$ cat config.mk
export PLATFORM = sky130hd
export DESIGN_NAME = prast_rasterizer
export DESIGN_NICKNAME = d
export VERILOG_FILES = /design/src/prast_pkg.sv /design/src/prast_rasterizer.sv
export SDC_FILE = /design/constraint.sdc
export NUM_CORES = 1
export LEC_CHECK = 0
export BUFFER_PORTS_ARGS = -buffer_cell sky130_fd_sc_hd__buf_2
export CAP_MARGIN = 20
export CORE_MARGIN = 4
export CORE_UTILIZATION = 60
export CTS_BUF_LIST = sky130_fd_sc_hd__clkbuf_8
export CTS_CLUSTER_SIZE = 14
export DETAILED_ROUTE_END_ITERATION = 16
export PLACE_DENSITY = 0.78
export SKIP_CTS_REPAIR_TIMING = 1
export SLEW_MARGIN = 40
export SYNTH_ARGS = -nofsm -noshare
export SYNTH_HDL_FRONTEND = slang
export SYNTH_SLANG_ARGS = --single-unit
$ cat constraint.sdc
create_clock -name core_clk_i -period 3.55 [get_ports core_clk_i]
set_input_delay 0.1775 -clock core_clk_i [delete_from_list [all_inputs] [get_ports core_clk_i]]
set_output_delay 0.1775 -clock core_clk_i [all_outputs]
set_load 0.005 [all_outputs]
$ cat src/prast_pkg.sv
// primitive rasterizer shared constants: register map, command fields,
// primitive kinds, state encoding.
// assumes a single 25 MHz core clock and a plain strobe register port.
package prast_pkg;

  // ----------------------------------------------------------------
  // register byte offsets
  // ----------------------------------------------------------------
  localparam logic [7:0] REG_DOM_START_X  = 8'h00;
  localparam logic [7:0] REG_DOM_SLOPE    = 8'h04;
  localparam logic [7:0] REG_SUB_START_X  = 8'h08;
  localparam logic [7:0] REG_SUB_SLOPE    = 8'h0C;
  localparam logic [7:0] REG_FIRST_Y      = 8'h10;
  localparam logic [7:0] REG_Y_STEP       = 8'h14;
  localparam logic [7:0] REG_COUNT        = 8'h18;
  localparam logic [7:0] REG_RASTER_CFG   = 8'h1C;
  localparam logic [7:0] REG_DRAW         = 8'h20;
  localparam logic [7:0] REG_RESUME       = 8'h24;
  localparam logic [7:0] REG_RESUME_SUB   = 8'h28;
  localparam logic [7:0] REG_RESUME_DOM   = 8'h2C;
  localparam logic [7:0] REG_RESUME_SEG   = 8'h30;
  localparam logic [7:0] REG_SYNC         = 8'h34;
  localparam logic [7:0] REG_STATUS       = 8'h38;

  // ----------------------------------------------------------------
  // field positions and widths
  // ----------------------------------------------------------------
  localparam int          CNT_W          = 16;
  localparam int          CMD_KIND_LSB   = 0;
  localparam int          CMD_SUBPIX_BIT = 2;
  localparam int          CMD_FFILL_BIT  = 3;
  localparam int          CFG_SEG_CENTER = 0;
  localparam int          ST_BUSY_BIT    = 0;
  localparam int          ST_DRAW_BIT    = 1;
  localparam int          ST_CONT_BIT    = 2;
  localparam int          ST_FLUSH_BIT   = 3;
  localparam int          ST_REM_LSB     = 16;
  localparam logic [31:0] RESET_WORD     = 32'h0000_0000;
  localparam logic [31:0] RASTER_CFG_DEF = 32'h0000_0000;
  localparam logic [15:0] PIX_CENTER     = 16'h8000;
  localparam logic [15:0] PIX_ONE        = 16'h0001;
  localparam logic [CNT_W-1:0] CNT_ONE   = 16'h0001;
  localparam logic [CNT_W-1:0] CNT_ZERO  = 16'h0000;

  // ----------------------------------------------------------------
  // enumerations
  // ----------------------------------------------------------------
  typedef enum logic [1:0] {
    kind_trapezoid = 2'h0,
    kind_line      = 2'h1,
    kind_point     = 2'h2
  } prast_kind_type;

  typedef enum logic [1:0] {
    resume_plain,
    resume_with_new_subordinate,
    resume_with_new_dominant,
    resume_with_new_segment
  } prast_resume_type;

  typedef enum {
    st_idle,
    st_span_begin,
    st_span_pix,
    st_span_end,
    st_line_step,
    st_point,
    st_frag_out
  } prast_state_type;

endpackage

$ cat src/prast_rasterizer.sv
// primitive rasterizer: edge-walks trapezoids, steps lines, emits points.
// assumes the register master and fragment consumer share core_clk_i;
// frag_ready_i and flush_done_i are same-clock logic, not synchronised.
//
// The strobed register port and the placing of the registers were chosen for this implementation.
`timescale 1ns/1ps
`default_nettype none
module prast_rasterizer
  import prast_pkg::*;
(
  // clock and reset
  input  wire logic        core_clk_i,
  input  wire logic        rst_n_i,
  // register port
  input  wire logic [7:0]  reg_addr_i,
  input  wire logic [31:0] reg_wdata_i,
  input  wire logic        reg_wr_i,
  input  wire logic        reg_rd_i,
  output logic      [31:0] reg_rdata_o,
  // fragment stream
  output logic             frag_valid_o,
  input  wire logic        frag_ready_i,
  output logic      [15:0] frag_x_o,
  output logic      [15:0] frag_y_o,
  output logic             frag_subpix_o,
  output logic             frag_block_fill_o,
  // framebuffer flush handshake
  output logic             flush_req_o,
  input  wire logic        flush_done_i
);

  // ----------------------------------------------------------------
  // host-visible shadow registers
  // ----------------------------------------------------------------
  logic [31:0]            dominant_edge_start_x;
  logic [31:0]            dominant_edge_slope;
  logic [31:0]            subordinate_edge_start_x;
  logic [31:0]            subordinate_edge_slope;
  logic [31:0]            first_scanline_y;
  logic [31:0]            y_step_delta;
  logic [CNT_W-1:0]       count;
  logic [31:0]            raster_config;
  logic [31:0]            draw_cmd;
  logic [CNT_W-1:0]       resume_count;
  prast_resume_type       resume_kind;
  logic                   draw_pend;
  logic                   cont_pend;
  logic                   flush_pend;

  // working edge state, loaded from the shadows only when a command is taken; px, span_end and span_l2r are set per scanline
  prast_state_type        state;
  prast_kind_type         wk_kind;
  logic [31:0]            dom_x;
  logic [31:0]            sub_x;
  logic [31:0]            cur_y;
  logic [31:0]            dom_dx;
  logic [31:0]            sub_dx;
  logic [31:0]            wk_dy;
  logic [CNT_W-1:0]       remaining;
  logic [15:0]            px;
  logic [15:0]            span_end;
  logic                   span_l2r;
  logic                   wk_subpix;
  logic                   wk_ffill;

  logic                   wr_draw;
  logic                   wr_cont;
  logic                   take_draw;
  logic                   take_cont;
  logic                   fire;
  logic                   in_span;
  logic [31:0]            next_dom_x;
  logic [31:0]            next_cur_y;
  prast_kind_type         cmd_kind;

  assign wr_draw  = reg_wr_i && (reg_addr_i == REG_DRAW);
  assign wr_cont  = reg_wr_i && (reg_addr_i == REG_RESUME || reg_addr_i == REG_RESUME_SUB
                                 || reg_addr_i == REG_RESUME_DOM || reg_addr_i == REG_RESUME_SEG);
  // a pending sync holds back any new primitive until the flush is done
  assign take_draw = (state == st_idle) && draw_pend && !flush_pend;
  assign take_cont = (state == st_idle) && !draw_pend && cont_pend && !flush_pend;
  assign fire      = frag_valid_o && frag_ready_i;
  assign cmd_kind  = prast_kind_type'(draw_cmd[CMD_KIND_LSB +: 2]);
  assign next_dom_x = dom_x + dom_dx;
  assign next_cur_y = cur_y + wk_dy;
  // right-hand edge pixel is excluded in both scan directions
  assign in_span = span_l2r ? ($signed(px) < $signed(span_end))
                            : ($signed(px) >= $signed(span_end));

  // ----------------------------------------------------------------
  // register writes
  // ----------------------------------------------------------------
  // shadows only; edge walking uses its own copies, so reloading
  // these while a primitive is in flight does not disturb it
  always_ff @(posedge core_clk_i or negedge rst_n_i)
  begin
    if (!rst_n_i)
    begin
      dominant_edge_start_x    <= RESET_WORD;
      dominant_edge_slope      <= RESET_WORD;
      subordinate_edge_start_x <= RESET_WORD;
      subordinate_edge_slope   <= RESET_WORD;
      first_scanline_y         <= RESET_WORD;
      y_step_delta             <= RESET_WORD;
      count                    <= CNT_ZERO;
      raster_config            <= RASTER_CFG_DEF;
      draw_cmd                 <= RESET_WORD;
      resume_count             <= CNT_ZERO;
      resume_kind              <= resume_plain;
    end
    else if (reg_wr_i)
    begin
      case (reg_addr_i)
        REG_DOM_START_X: dominant_edge_start_x    <= reg_wdata_i;
        REG_DOM_SLOPE:   dominant_edge_slope      <= reg_wdata_i;
        REG_SUB_START_X: subordinate_edge_start_x <= reg_wdata_i;
        REG_SUB_SLOPE:   subordinate_edge_slope   <= reg_wdata_i;
        REG_FIRST_Y:     first_scanline_y         <= reg_wdata_i;
        REG_Y_STEP:      y_step_delta             <= reg_wdata_i;
        REG_COUNT:       count                    <= reg_wdata_i[CNT_W-1:0];
        REG_RASTER_CFG:  raster_config            <= reg_wdata_i;
        REG_DRAW:        draw_cmd                 <= reg_wdata_i;
        REG_RESUME:
        begin
          resume_kind  <= resume_plain;
          resume_count <= reg_wdata_i[CNT_W-1:0];
        end
        REG_RESUME_SUB:
        begin
          resume_kind  <= resume_with_new_subordinate;
          resume_count <= reg_wdata_i[CNT_W-1:0];
        end
        REG_RESUME_DOM:
        begin
          resume_kind  <= resume_with_new_dominant;
          resume_count <= reg_wdata_i[CNT_W-1:0];
        end
        REG_RESUME_SEG:
        begin
          resume_kind  <= resume_with_new_segment;
          resume_count <= reg_wdata_i[CNT_W-1:0];
        end
        default:
        begin
        end
      endcase
    end
  end

  // ----------------------------------------------------------------
  // pending command flags
  // ----------------------------------------------------------------
  // a new write in the take cycle wins, so a command written in that cycle is not lost
  always_ff @(posedge core_clk_i or negedge rst_n_i)
  begin
    if (!rst_n_i)
    begin
      draw_pend  <= 1'b0;
      cont_pend  <= 1'b0;
      flush_pend <= 1'b0;
    end
    else
    begin
      draw_pend  <= wr_draw || (draw_pend && !take_draw);
      cont_pend  <= wr_cont || (cont_pend && !take_cont);
      flush_pend <= (reg_wr_i && reg_addr_i == REG_SYNC)
                    || (flush_pend && !flush_done_i);
    end
  end

  assign flush_req_o = flush_pend;

  // ----------------------------------------------------------------
  // edge walker and fragment generator
  // ----------------------------------------------------------------
  // one fragment per two cycles at best; the output register keeps
  // frag data glitch free at the cost of throughput
  always_ff @(posedge core_clk_i or negedge rst_n_i)
  begin
    if (!rst_n_i)
    begin
      state        <= st_idle;
      wk_kind      <= kind_trapezoid;
      dom_x        <= RESET_WORD;
      sub_x        <= RESET_WORD;
      cur_y        <= RESET_WORD;
      dom_dx       <= RESET_WORD;
      sub_dx       <= RESET_WORD;
      wk_dy        <= RESET_WORD;
      remaining    <= CNT_ZERO;
      px           <= RESET_WORD[15:0];
      span_end     <= RESET_WORD[15:0];
      span_l2r     <= 1'b0;
      wk_subpix    <= 1'b0;
      wk_ffill     <= 1'b0;
      frag_valid_o <= 1'b0;
      frag_x_o     <= RESET_WORD[15:0];
      frag_y_o     <= RESET_WORD[15:0];
    end
    else
    begin
      case (state)
        st_idle:
        begin
          if (take_draw)
          begin
            // full reload of all steppers from the shadows
            wk_kind   <= cmd_kind;
            dom_x     <= dominant_edge_start_x;
            sub_x     <= subordinate_edge_start_x;
            cur_y     <= first_scanline_y;
            dom_dx    <= dominant_edge_slope;
            sub_dx    <= subordinate_edge_slope;
            wk_dy     <= y_step_delta;
            remaining <= count;
            wk_subpix <= draw_cmd[CMD_SUBPIX_BIT];
            wk_ffill  <= draw_cmd[CMD_FFILL_BIT];
            case (cmd_kind)
              kind_trapezoid: state <= st_span_begin;
              kind_line:      state <= st_line_step;
              kind_point:     state <= st_point;
              default:        state <= st_idle;
            endcase
          end
          else if (take_cont)
          begin
            remaining <= resume_count;
            case (resume_kind)
              resume_with_new_subordinate:
              begin
                sub_x <= subordinate_edge_start_x;
                sub_dx <= subordinate_edge_slope;
              end
              resume_with_new_dominant:
              begin
                dom_x  <= dominant_edge_start_x;
                dom_dx <= dominant_edge_slope;
              end
              resume_with_new_segment:
              begin
                dom_dx <= dominant_edge_slope;
                wk_dy  <= y_step_delta;
                if (raster_config[CFG_SEG_CENTER])
                begin
                  dom_x <= {dom_x[31:16], PIX_CENTER};
                  cur_y <= {cur_y[31:16], PIX_CENTER};
                end
              end
              default:
              begin
              end
            endcase
            // plain resume keeps all accumulated edge values and reloads only the count
            case (wk_kind)
              kind_trapezoid: state <= st_span_begin;
              kind_line:      state <= st_line_step;
              default:        state <= st_idle;
            endcase
          end
        end
        st_span_begin:
        begin
          // edge crossings may cross over: bow ties just flip direction
          if (remaining == CNT_ZERO)
          begin
            state <= st_idle;
          end
          else
          begin
            span_l2r <= $signed(sub_x[31:16]) > $signed(dom_x[31:16]);
            px       <= ($signed(sub_x[31:16]) > $signed(dom_x[31:16]))
                        ? dom_x[31:16] : dom_x[31:16] - PIX_ONE;
            span_end <= sub_x[31:16];
            state    <= st_span_pix;
          end
        end
        st_span_pix:
        begin
          if (in_span)
          begin
            frag_x_o     <= px;
            frag_y_o     <= cur_y[31:16];
            frag_valid_o <= 1'b1;
            state        <= st_frag_out;
          end
          else
          begin
            state <= st_span_end;
          end
        end
        st_span_end:
        begin
          // step both edges to the next scanline
          dom_x     <= next_dom_x;
          sub_x     <= sub_x + sub_dx;
          cur_y     <= next_cur_y;
          remaining <= remaining - CNT_ONE;
          state     <= st_span_begin;
        end
        st_line_step:
        begin
          if (remaining == CNT_ZERO)
          begin
            state <= st_idle;
          end
          else
          begin
            // add first, then plot the integer parts
            dom_x        <= next_dom_x;
            cur_y        <= next_cur_y;
            frag_x_o     <= next_dom_x[31:16];
            frag_y_o     <= next_cur_y[31:16];
            frag_valid_o <= 1'b1;
            state        <= st_frag_out;
          end
        end
        st_point:
        begin
          frag_x_o     <= dom_x[31:16];
          frag_y_o     <= cur_y[31:16];
          frag_valid_o <= 1'b1;
          state        <= st_frag_out;
        end
        st_frag_out:
        begin
          if (frag_ready_i)
          begin
            frag_valid_o <= 1'b0;
            case (wk_kind)
              kind_trapezoid:
              begin
                px    <= span_l2r ? px + PIX_ONE : px - PIX_ONE;
                state <= st_span_pix;
              end
              kind_line:
              begin
                remaining <= remaining - CNT_ONE;
                state     <= st_line_step;
              end
              default: state <= st_idle;
            endcase
          end
        end
        default: state <= st_idle;
      endcase
    end
  end

  // fragment side flags follow the primitive that made the fragment
  assign frag_subpix_o     = wk_subpix;
  assign frag_block_fill_o = wk_ffill && (wk_kind == kind_trapezoid);

  // ----------------------------------------------------------------
  // register reads
  // ----------------------------------------------------------------
  always_ff @(posedge core_clk_i or negedge rst_n_i)
  begin
    if (!rst_n_i)
    begin
      reg_rdata_o <= RESET_WORD;
    end
    else if (reg_rd_i)
    begin
      case (reg_addr_i)
        REG_DOM_START_X: reg_rdata_o <= dominant_edge_start_x;
        REG_DOM_SLOPE:   reg_rdata_o <= dominant_edge_slope;
        REG_SUB_START_X: reg_rdata_o <= subordinate_edge_start_x;
        REG_SUB_SLOPE:   reg_rdata_o <= subordinate_edge_slope;
        REG_FIRST_Y:     reg_rdata_o <= first_scanline_y;
        REG_Y_STEP:      reg_rdata_o <= y_step_delta;
        REG_COUNT:       reg_rdata_o <= {16'h0000, count};
        REG_RASTER_CFG:  reg_rdata_o <= raster_config;
        REG_DRAW:        reg_rdata_o <= draw_cmd;
        REG_STATUS:
        begin
          reg_rdata_o               <= RESET_WORD;
          reg_rdata_o[ST_BUSY_BIT]  <= (state != st_idle);
          reg_rdata_o[ST_DRAW_BIT]  <= draw_pend;
          reg_rdata_o[ST_CONT_BIT]  <= cont_pend;
          reg_rdata_o[ST_FLUSH_BIT] <= flush_pend;
          reg_rdata_o[ST_REM_LSB +: CNT_W] <= remaining;
        end
        default:         reg_rdata_o <= RESET_WORD;
      endcase
    end
    else
    begin
      reg_rdata_o <= RESET_WORD;
    end
  end
endmodule
`default_nettype wire

Word-level counts from Yosys, hierarchy flattened
Cells that the tools add are included.
Storage, ports and cells
  register bits: 635
  bits of input ports: 46
  logic and storage cells: 214
  output and inout port bits: 68
Cells by class
  $add $sub $neg: 7
  eq/ne operators: 41
  bitwise gates (word level): 1
  mux-type cells: 59
  magnitude comparators: 3
  reductions and logical operators: 69
Operators with widths (count)
  $mux W32: 21
  $pmux W32 S10: 1
  $mux W16: 16
  $pmux W32 S7: 1
  $pmux W32 S3: 2
  $pmux W16 S3: 3
  $pmux W32 S2: 2
  $add A32 B32 Y32: 3
  $eq A32 B3 Y1 const B: 3
  $eq A32 B2 Y1 const B: 2
  $logic_not A32 Y1: 2
  $eq A8 B6 Y1 const B: 7
  $sub A16 B1 Y16 const B: 3
  $eq A32 B1 Y1 const B: 1
  $eq A8 B5 Y1 const B: 4
  $pmux W16 S2: 1
  $reduce_bool A32 Y1: 1
  $reduce_and A2 Y1: 14
  $reduce_and A3 Y1: 6
  $add A16 B1 Y16 const B: 1
  $eq A8 B4 Y1 const B: 2
  $ge A16 B16 Y1: 1
  $gt A16 B16 Y1: 1
  $logic_not A16 Y1: 1
  other kinds (29): 81

Logic depth before layout (Yosys ltp)
  depth after elaboration: 7
  mapped depth: 13

Worst setup path before layout
No wires, ideal clock.
  kind: reg-to-reg
  start: reg dom_x[0]
  end: reg dom_x[30]
  data required time: 3.464 ns
  data arrival time: 2.886 ns
  library setup time: 0.086 ns
  slack: 0.578 ns
  cell stages (with the launch flop): 13
  clock period less this slack: 2.972 ns
  buffers on the path: 0
  path through: dfrtp_1 -> ha_1 -> inv_1 -> fa_1 -> nor2b_4 -> o31ai_2 -> a31oi_4 -> a41oi_4 -> o21bai_2 -> a311oi_2 -> o21ai_2 -> or4b_4 -> a32oi_2
Between the ends
  longest elaborated chain between the ends: 3
RTL lines
  from (decl): RTL line prast_rasterizer.sv:53  | logic [31:0] dom_x;
  from (signal assigned): RTL line prast_rasterizer.sv:209  | dom_x <= dominant_edge_start_x;
  from (signal assigned): RTL line prast_rasterizer.sv:236  | dom_x <= dominant_edge_start_x;
  from (signal assigned): RTL line prast_rasterizer.sv:245  | dom_x <= {dom_x[31:16], PIX_CENTER};
  $add A32 B32 Y32 (*): RTL line prast_rasterizer.sv:84  | assign next_dom_x = dom_x + dom_dx;
  $mux W32: RTL line prast_rasterizer.sv:302  | if (remaining == CNT_ZERO)
  $pmux W32 S3 (*): RTL line prast_rasterizer.sv:202  | case (state)
Mark *: on every way between the ends. The rest lies on a longest branch, timed or not. The select of a mux whose other input is x is not followed.
A chain may end at the register's enable or synchronous reset.

Worst setup path after layout
Same ends and word-level chain as after synthesis.

==> summary.txt <==
die area: 0.0575 mm^2
crit path from: dom_x[0]
NumNets Final: 3472
CORE AREA: 0.0529 mm^2
Detail Route Antenna Nets: 0
# setup viols final: 0
fmax: 299 MHz
Net Count, Synth: 3282
pwr/cell area: 745 mW/mm^2
status: completed
port bufs: 113
count of final max-slew check failures: 0
routed length per placed instance: 26.6 um
DRC Markers: 0
RR Startpoint: dom_x[0]
HPWL Detailed: 78.1 mm
clk_lat worst skew: 0.72 ns
Clock Skew: 0.0318 ns
number of global-route vias before repair: 26900
Mapped Cells: 3089
setup TNS: 0 ns
num rows: 84
Cell Area, Synth: 0.0323 mm^2
CP top delay family: compound AO/OA/AOI/OAI gates
Slowest-stage cell, CP: or4b_4
r2r setup slk: 0.20 ns
unrepaired setup endpoints after global routing: no
commonest non-fill, non-tap cell in the layout: dfrtp_1
Final Hold Viols: 0
H-tree depth: 3
Async SR Flop Fraction: 1.00
Starting Density: 0.610
via count: 27000
Buf+Inv Stages, Crit Path: 1
dominant synthesized flop cell: dfrtp_1
MaxCap Viol Count: 0
fin crit period: 3.35 ns
CP Capture Type: flip-flop
Ports: 114
Post-synth EDFFs: 0
CTS tree: built
CTS Buf Count: 100
initial antenna violation count: 2
CTS Buffer Depth: 3
commonest cells after routing, fill and taps aside: dfrtp_1, mux2_2, nand2_1
kind of critical path: flip-flop to flip-flop
CTS Sinks: 606
global-route wire length before repair: 163 mm
ANT cells: 0
CTS clk-pin slew, worst paths: 0.06 ns
r2r endpoint: dom_x[30]
fin crit share: 0.943
Die W: 240 um
largest net degree at the start of global routing: 104
CP cell instances: ha_1, inv_1, fa_1, nor2b_4, o31ai_2, a31oi_4, a41oi_4, o21bai_2, a311oi_2, o21ai_2, or4b_4, a32oi_2
cell area after layout: 0.0365 mm^2
worst vdd ir: 0.434 mV
Worst-Margin Slew: 0.894 ns
placed cell area: 0.0340 mm^2
Critical Path Source Type: flip-flop
type of the worst min-delay path: primary input to async pin
RePlAce Congestion: 1.00
Vias/cell: 6.69
Synth Area per Inst: 10.4 um^2
synth warn: 0
1st-iter DRT viols: 2931
Stages on worst setup path: 12
sequential cell area fraction in the yosys report: 0.470
Worst EP required: 4.17 ns
Layout Utilization: 0.691
CP max stage delay: 0.54 ns
Root Driver: clkbuf_8
drt first pass iters: 9
P_leak: 0.0175 uW
total global routing track utilization: 0.372
share of cells above drive strength 1: 0.230
relative slew slack: 0.403
die height: 240 um
Seq cells post-synth: 606
total gr overflow: 0
Tot Pwr: 27200 uW
largest fanout on the critical path: 5
area grow syn2layout: 13.2%
worst reg-to-reg path cell count: 12
Worst Path Arrival: 3.96 ns
drt total wl: 108 mm
Cell variety after synth: 91
-- routing by layer --
layer	track usage	wire length, um	share of wire	up-vias
li1	-	-	-	11800
met1	0.485	41500	0.39	13400
met5	0	13	0.00012	-
met2	0.587	49300	0.46	1489
met3	0.0677	9110	0.085	352
met4	0.221	7650	0.071	2
-- cells in the mapped netlist (all sizes together) (9+ instances only) --
library cell    n  share of area
inv            92          0.011
and2           11         0.0021
a22o           25         0.0068
o22ai          19         0.0037
xor2           22         0.0060
dfrtp         606           0.47
nand3          58         0.0090
xnor2          79          0.021
nand2         310          0.036
nor2          190          0.022
and3           21         0.0041
o21bai         15         0.0036
clkbuf        103          0.012
nand4          14         0.0027
mux2i          18         0.0056
or3            12         0.0023
ha            143          0.055
nor4           11         0.0026
a221oi         53          0.014
o211ai         23         0.0054
o21a           32         0.0074
a22oi          81          0.019
buf            64         0.0088
o31ai          10         0.0026
nor3b           9         0.0021
a21oi         198          0.031
mux2          354           0.12
o21ai         197          0.031
a222oi         28         0.0087
nand2b         18         0.0035
a211oi         25         0.0060
a21o           43          0.010
a31oi          33         0.0069
nor2b          16         0.0033
nor3           42         0.0065
-- worst register-to-register path, stage by stage, from the launching register on --
cell and delay [ns]:
dfrtp_1 0.38, ha_1 0.23, inv_1 0.08, fa_1 0.26
nor2b_4 0.06, o31ai_2 0.35, a31oi_4 0.18, a41oi_4 0.36
o21bai_2 0.12, a311oi_2 0.42, o21ai_2 0.13, or4b_4 0.54
a32oi_2 0.17
-- where the power goes --
group / switching, uW / internal (uW) / total, uW
Combinational: 7020 / 4270 / 11300
Sequential: 1380 / 8270 / 9650
Clock: 2890 / 3360 / 6260
-- how the worst max path moves through the flow --
| stage | endpoint |
|---|---|
| 2_1_floorplan | dom_x[30] |
| 3_3_place_gp | dom_x[30] |
| 3_5_place_dp | dom_x[30] |
| 4_1_cts | dom_x[30] |
| 5_1_grt | frag_y_o[12] |
| 6_report | dom_x[30] |
-- metrics by stage --
stage | hold WS [ns] | setup WS [ns] | instances
final | 0.0580 | 0.204 | 4038
after global routing | 0.0734 | 0.0215 | 4038
after CTS | -0.482 | 0.224 | 3996
after detailed placement | 0.268 | 0.257 | 3823
after global placement | 0.257 | 0.260 | 3821
after floorplan | -0.118 | 0.578 | 3089
-- cells by family (layout without fill, tap and decap cells) --
logic type | count (synthesis) | in the layout | synth area share
compound gates | 860 | 860 | 0.179
xor+xnor | 101 | 101 | 0.0274
fa+ha+maj | 147 | 147 | 0.0579
buf+inv | 259 | 520 | 0.0317
flops | 606 | 606 | 0.470
mux | 372 | 372 | 0.129
simple gates | 744 | 744 | 0.105
-- sequential cells by signal, summed over array words and instances (netlist names), 16 cells and up --
name / count
dom_x: 32
resume_count: 16
remaining: 16
sub_x: 32
y_step_delta: 32
dominant_edge_start_x: 32
subordinate_edge_start_x: 32
subordinate_edge_slope: 32
sub_dx: 32
draw_cmd: 32
reg_rdata_o: 32
dom_dx: 32
cur_y: 32
wk_dy: 32
span_end: 16
count: 16
frag_y_o: 16
dominant_edge_slope: 32
frag_x_o: 16
raster_config: 32
first_scanline_y: 32
px: 16
-- cell type report --
type / instances / area [um^2]
well taps: 688 / 861
flip-flops and latches: 606 / 15200
clock inverters: 45 / 259
fillers: 3969 / 16300
clock buffers: 128 / 1760
repair buffers: 255 / 1920
multi-input cells: 2224 / 16200
inverters: 92 / 349
(Power assumes the default switching activity.)
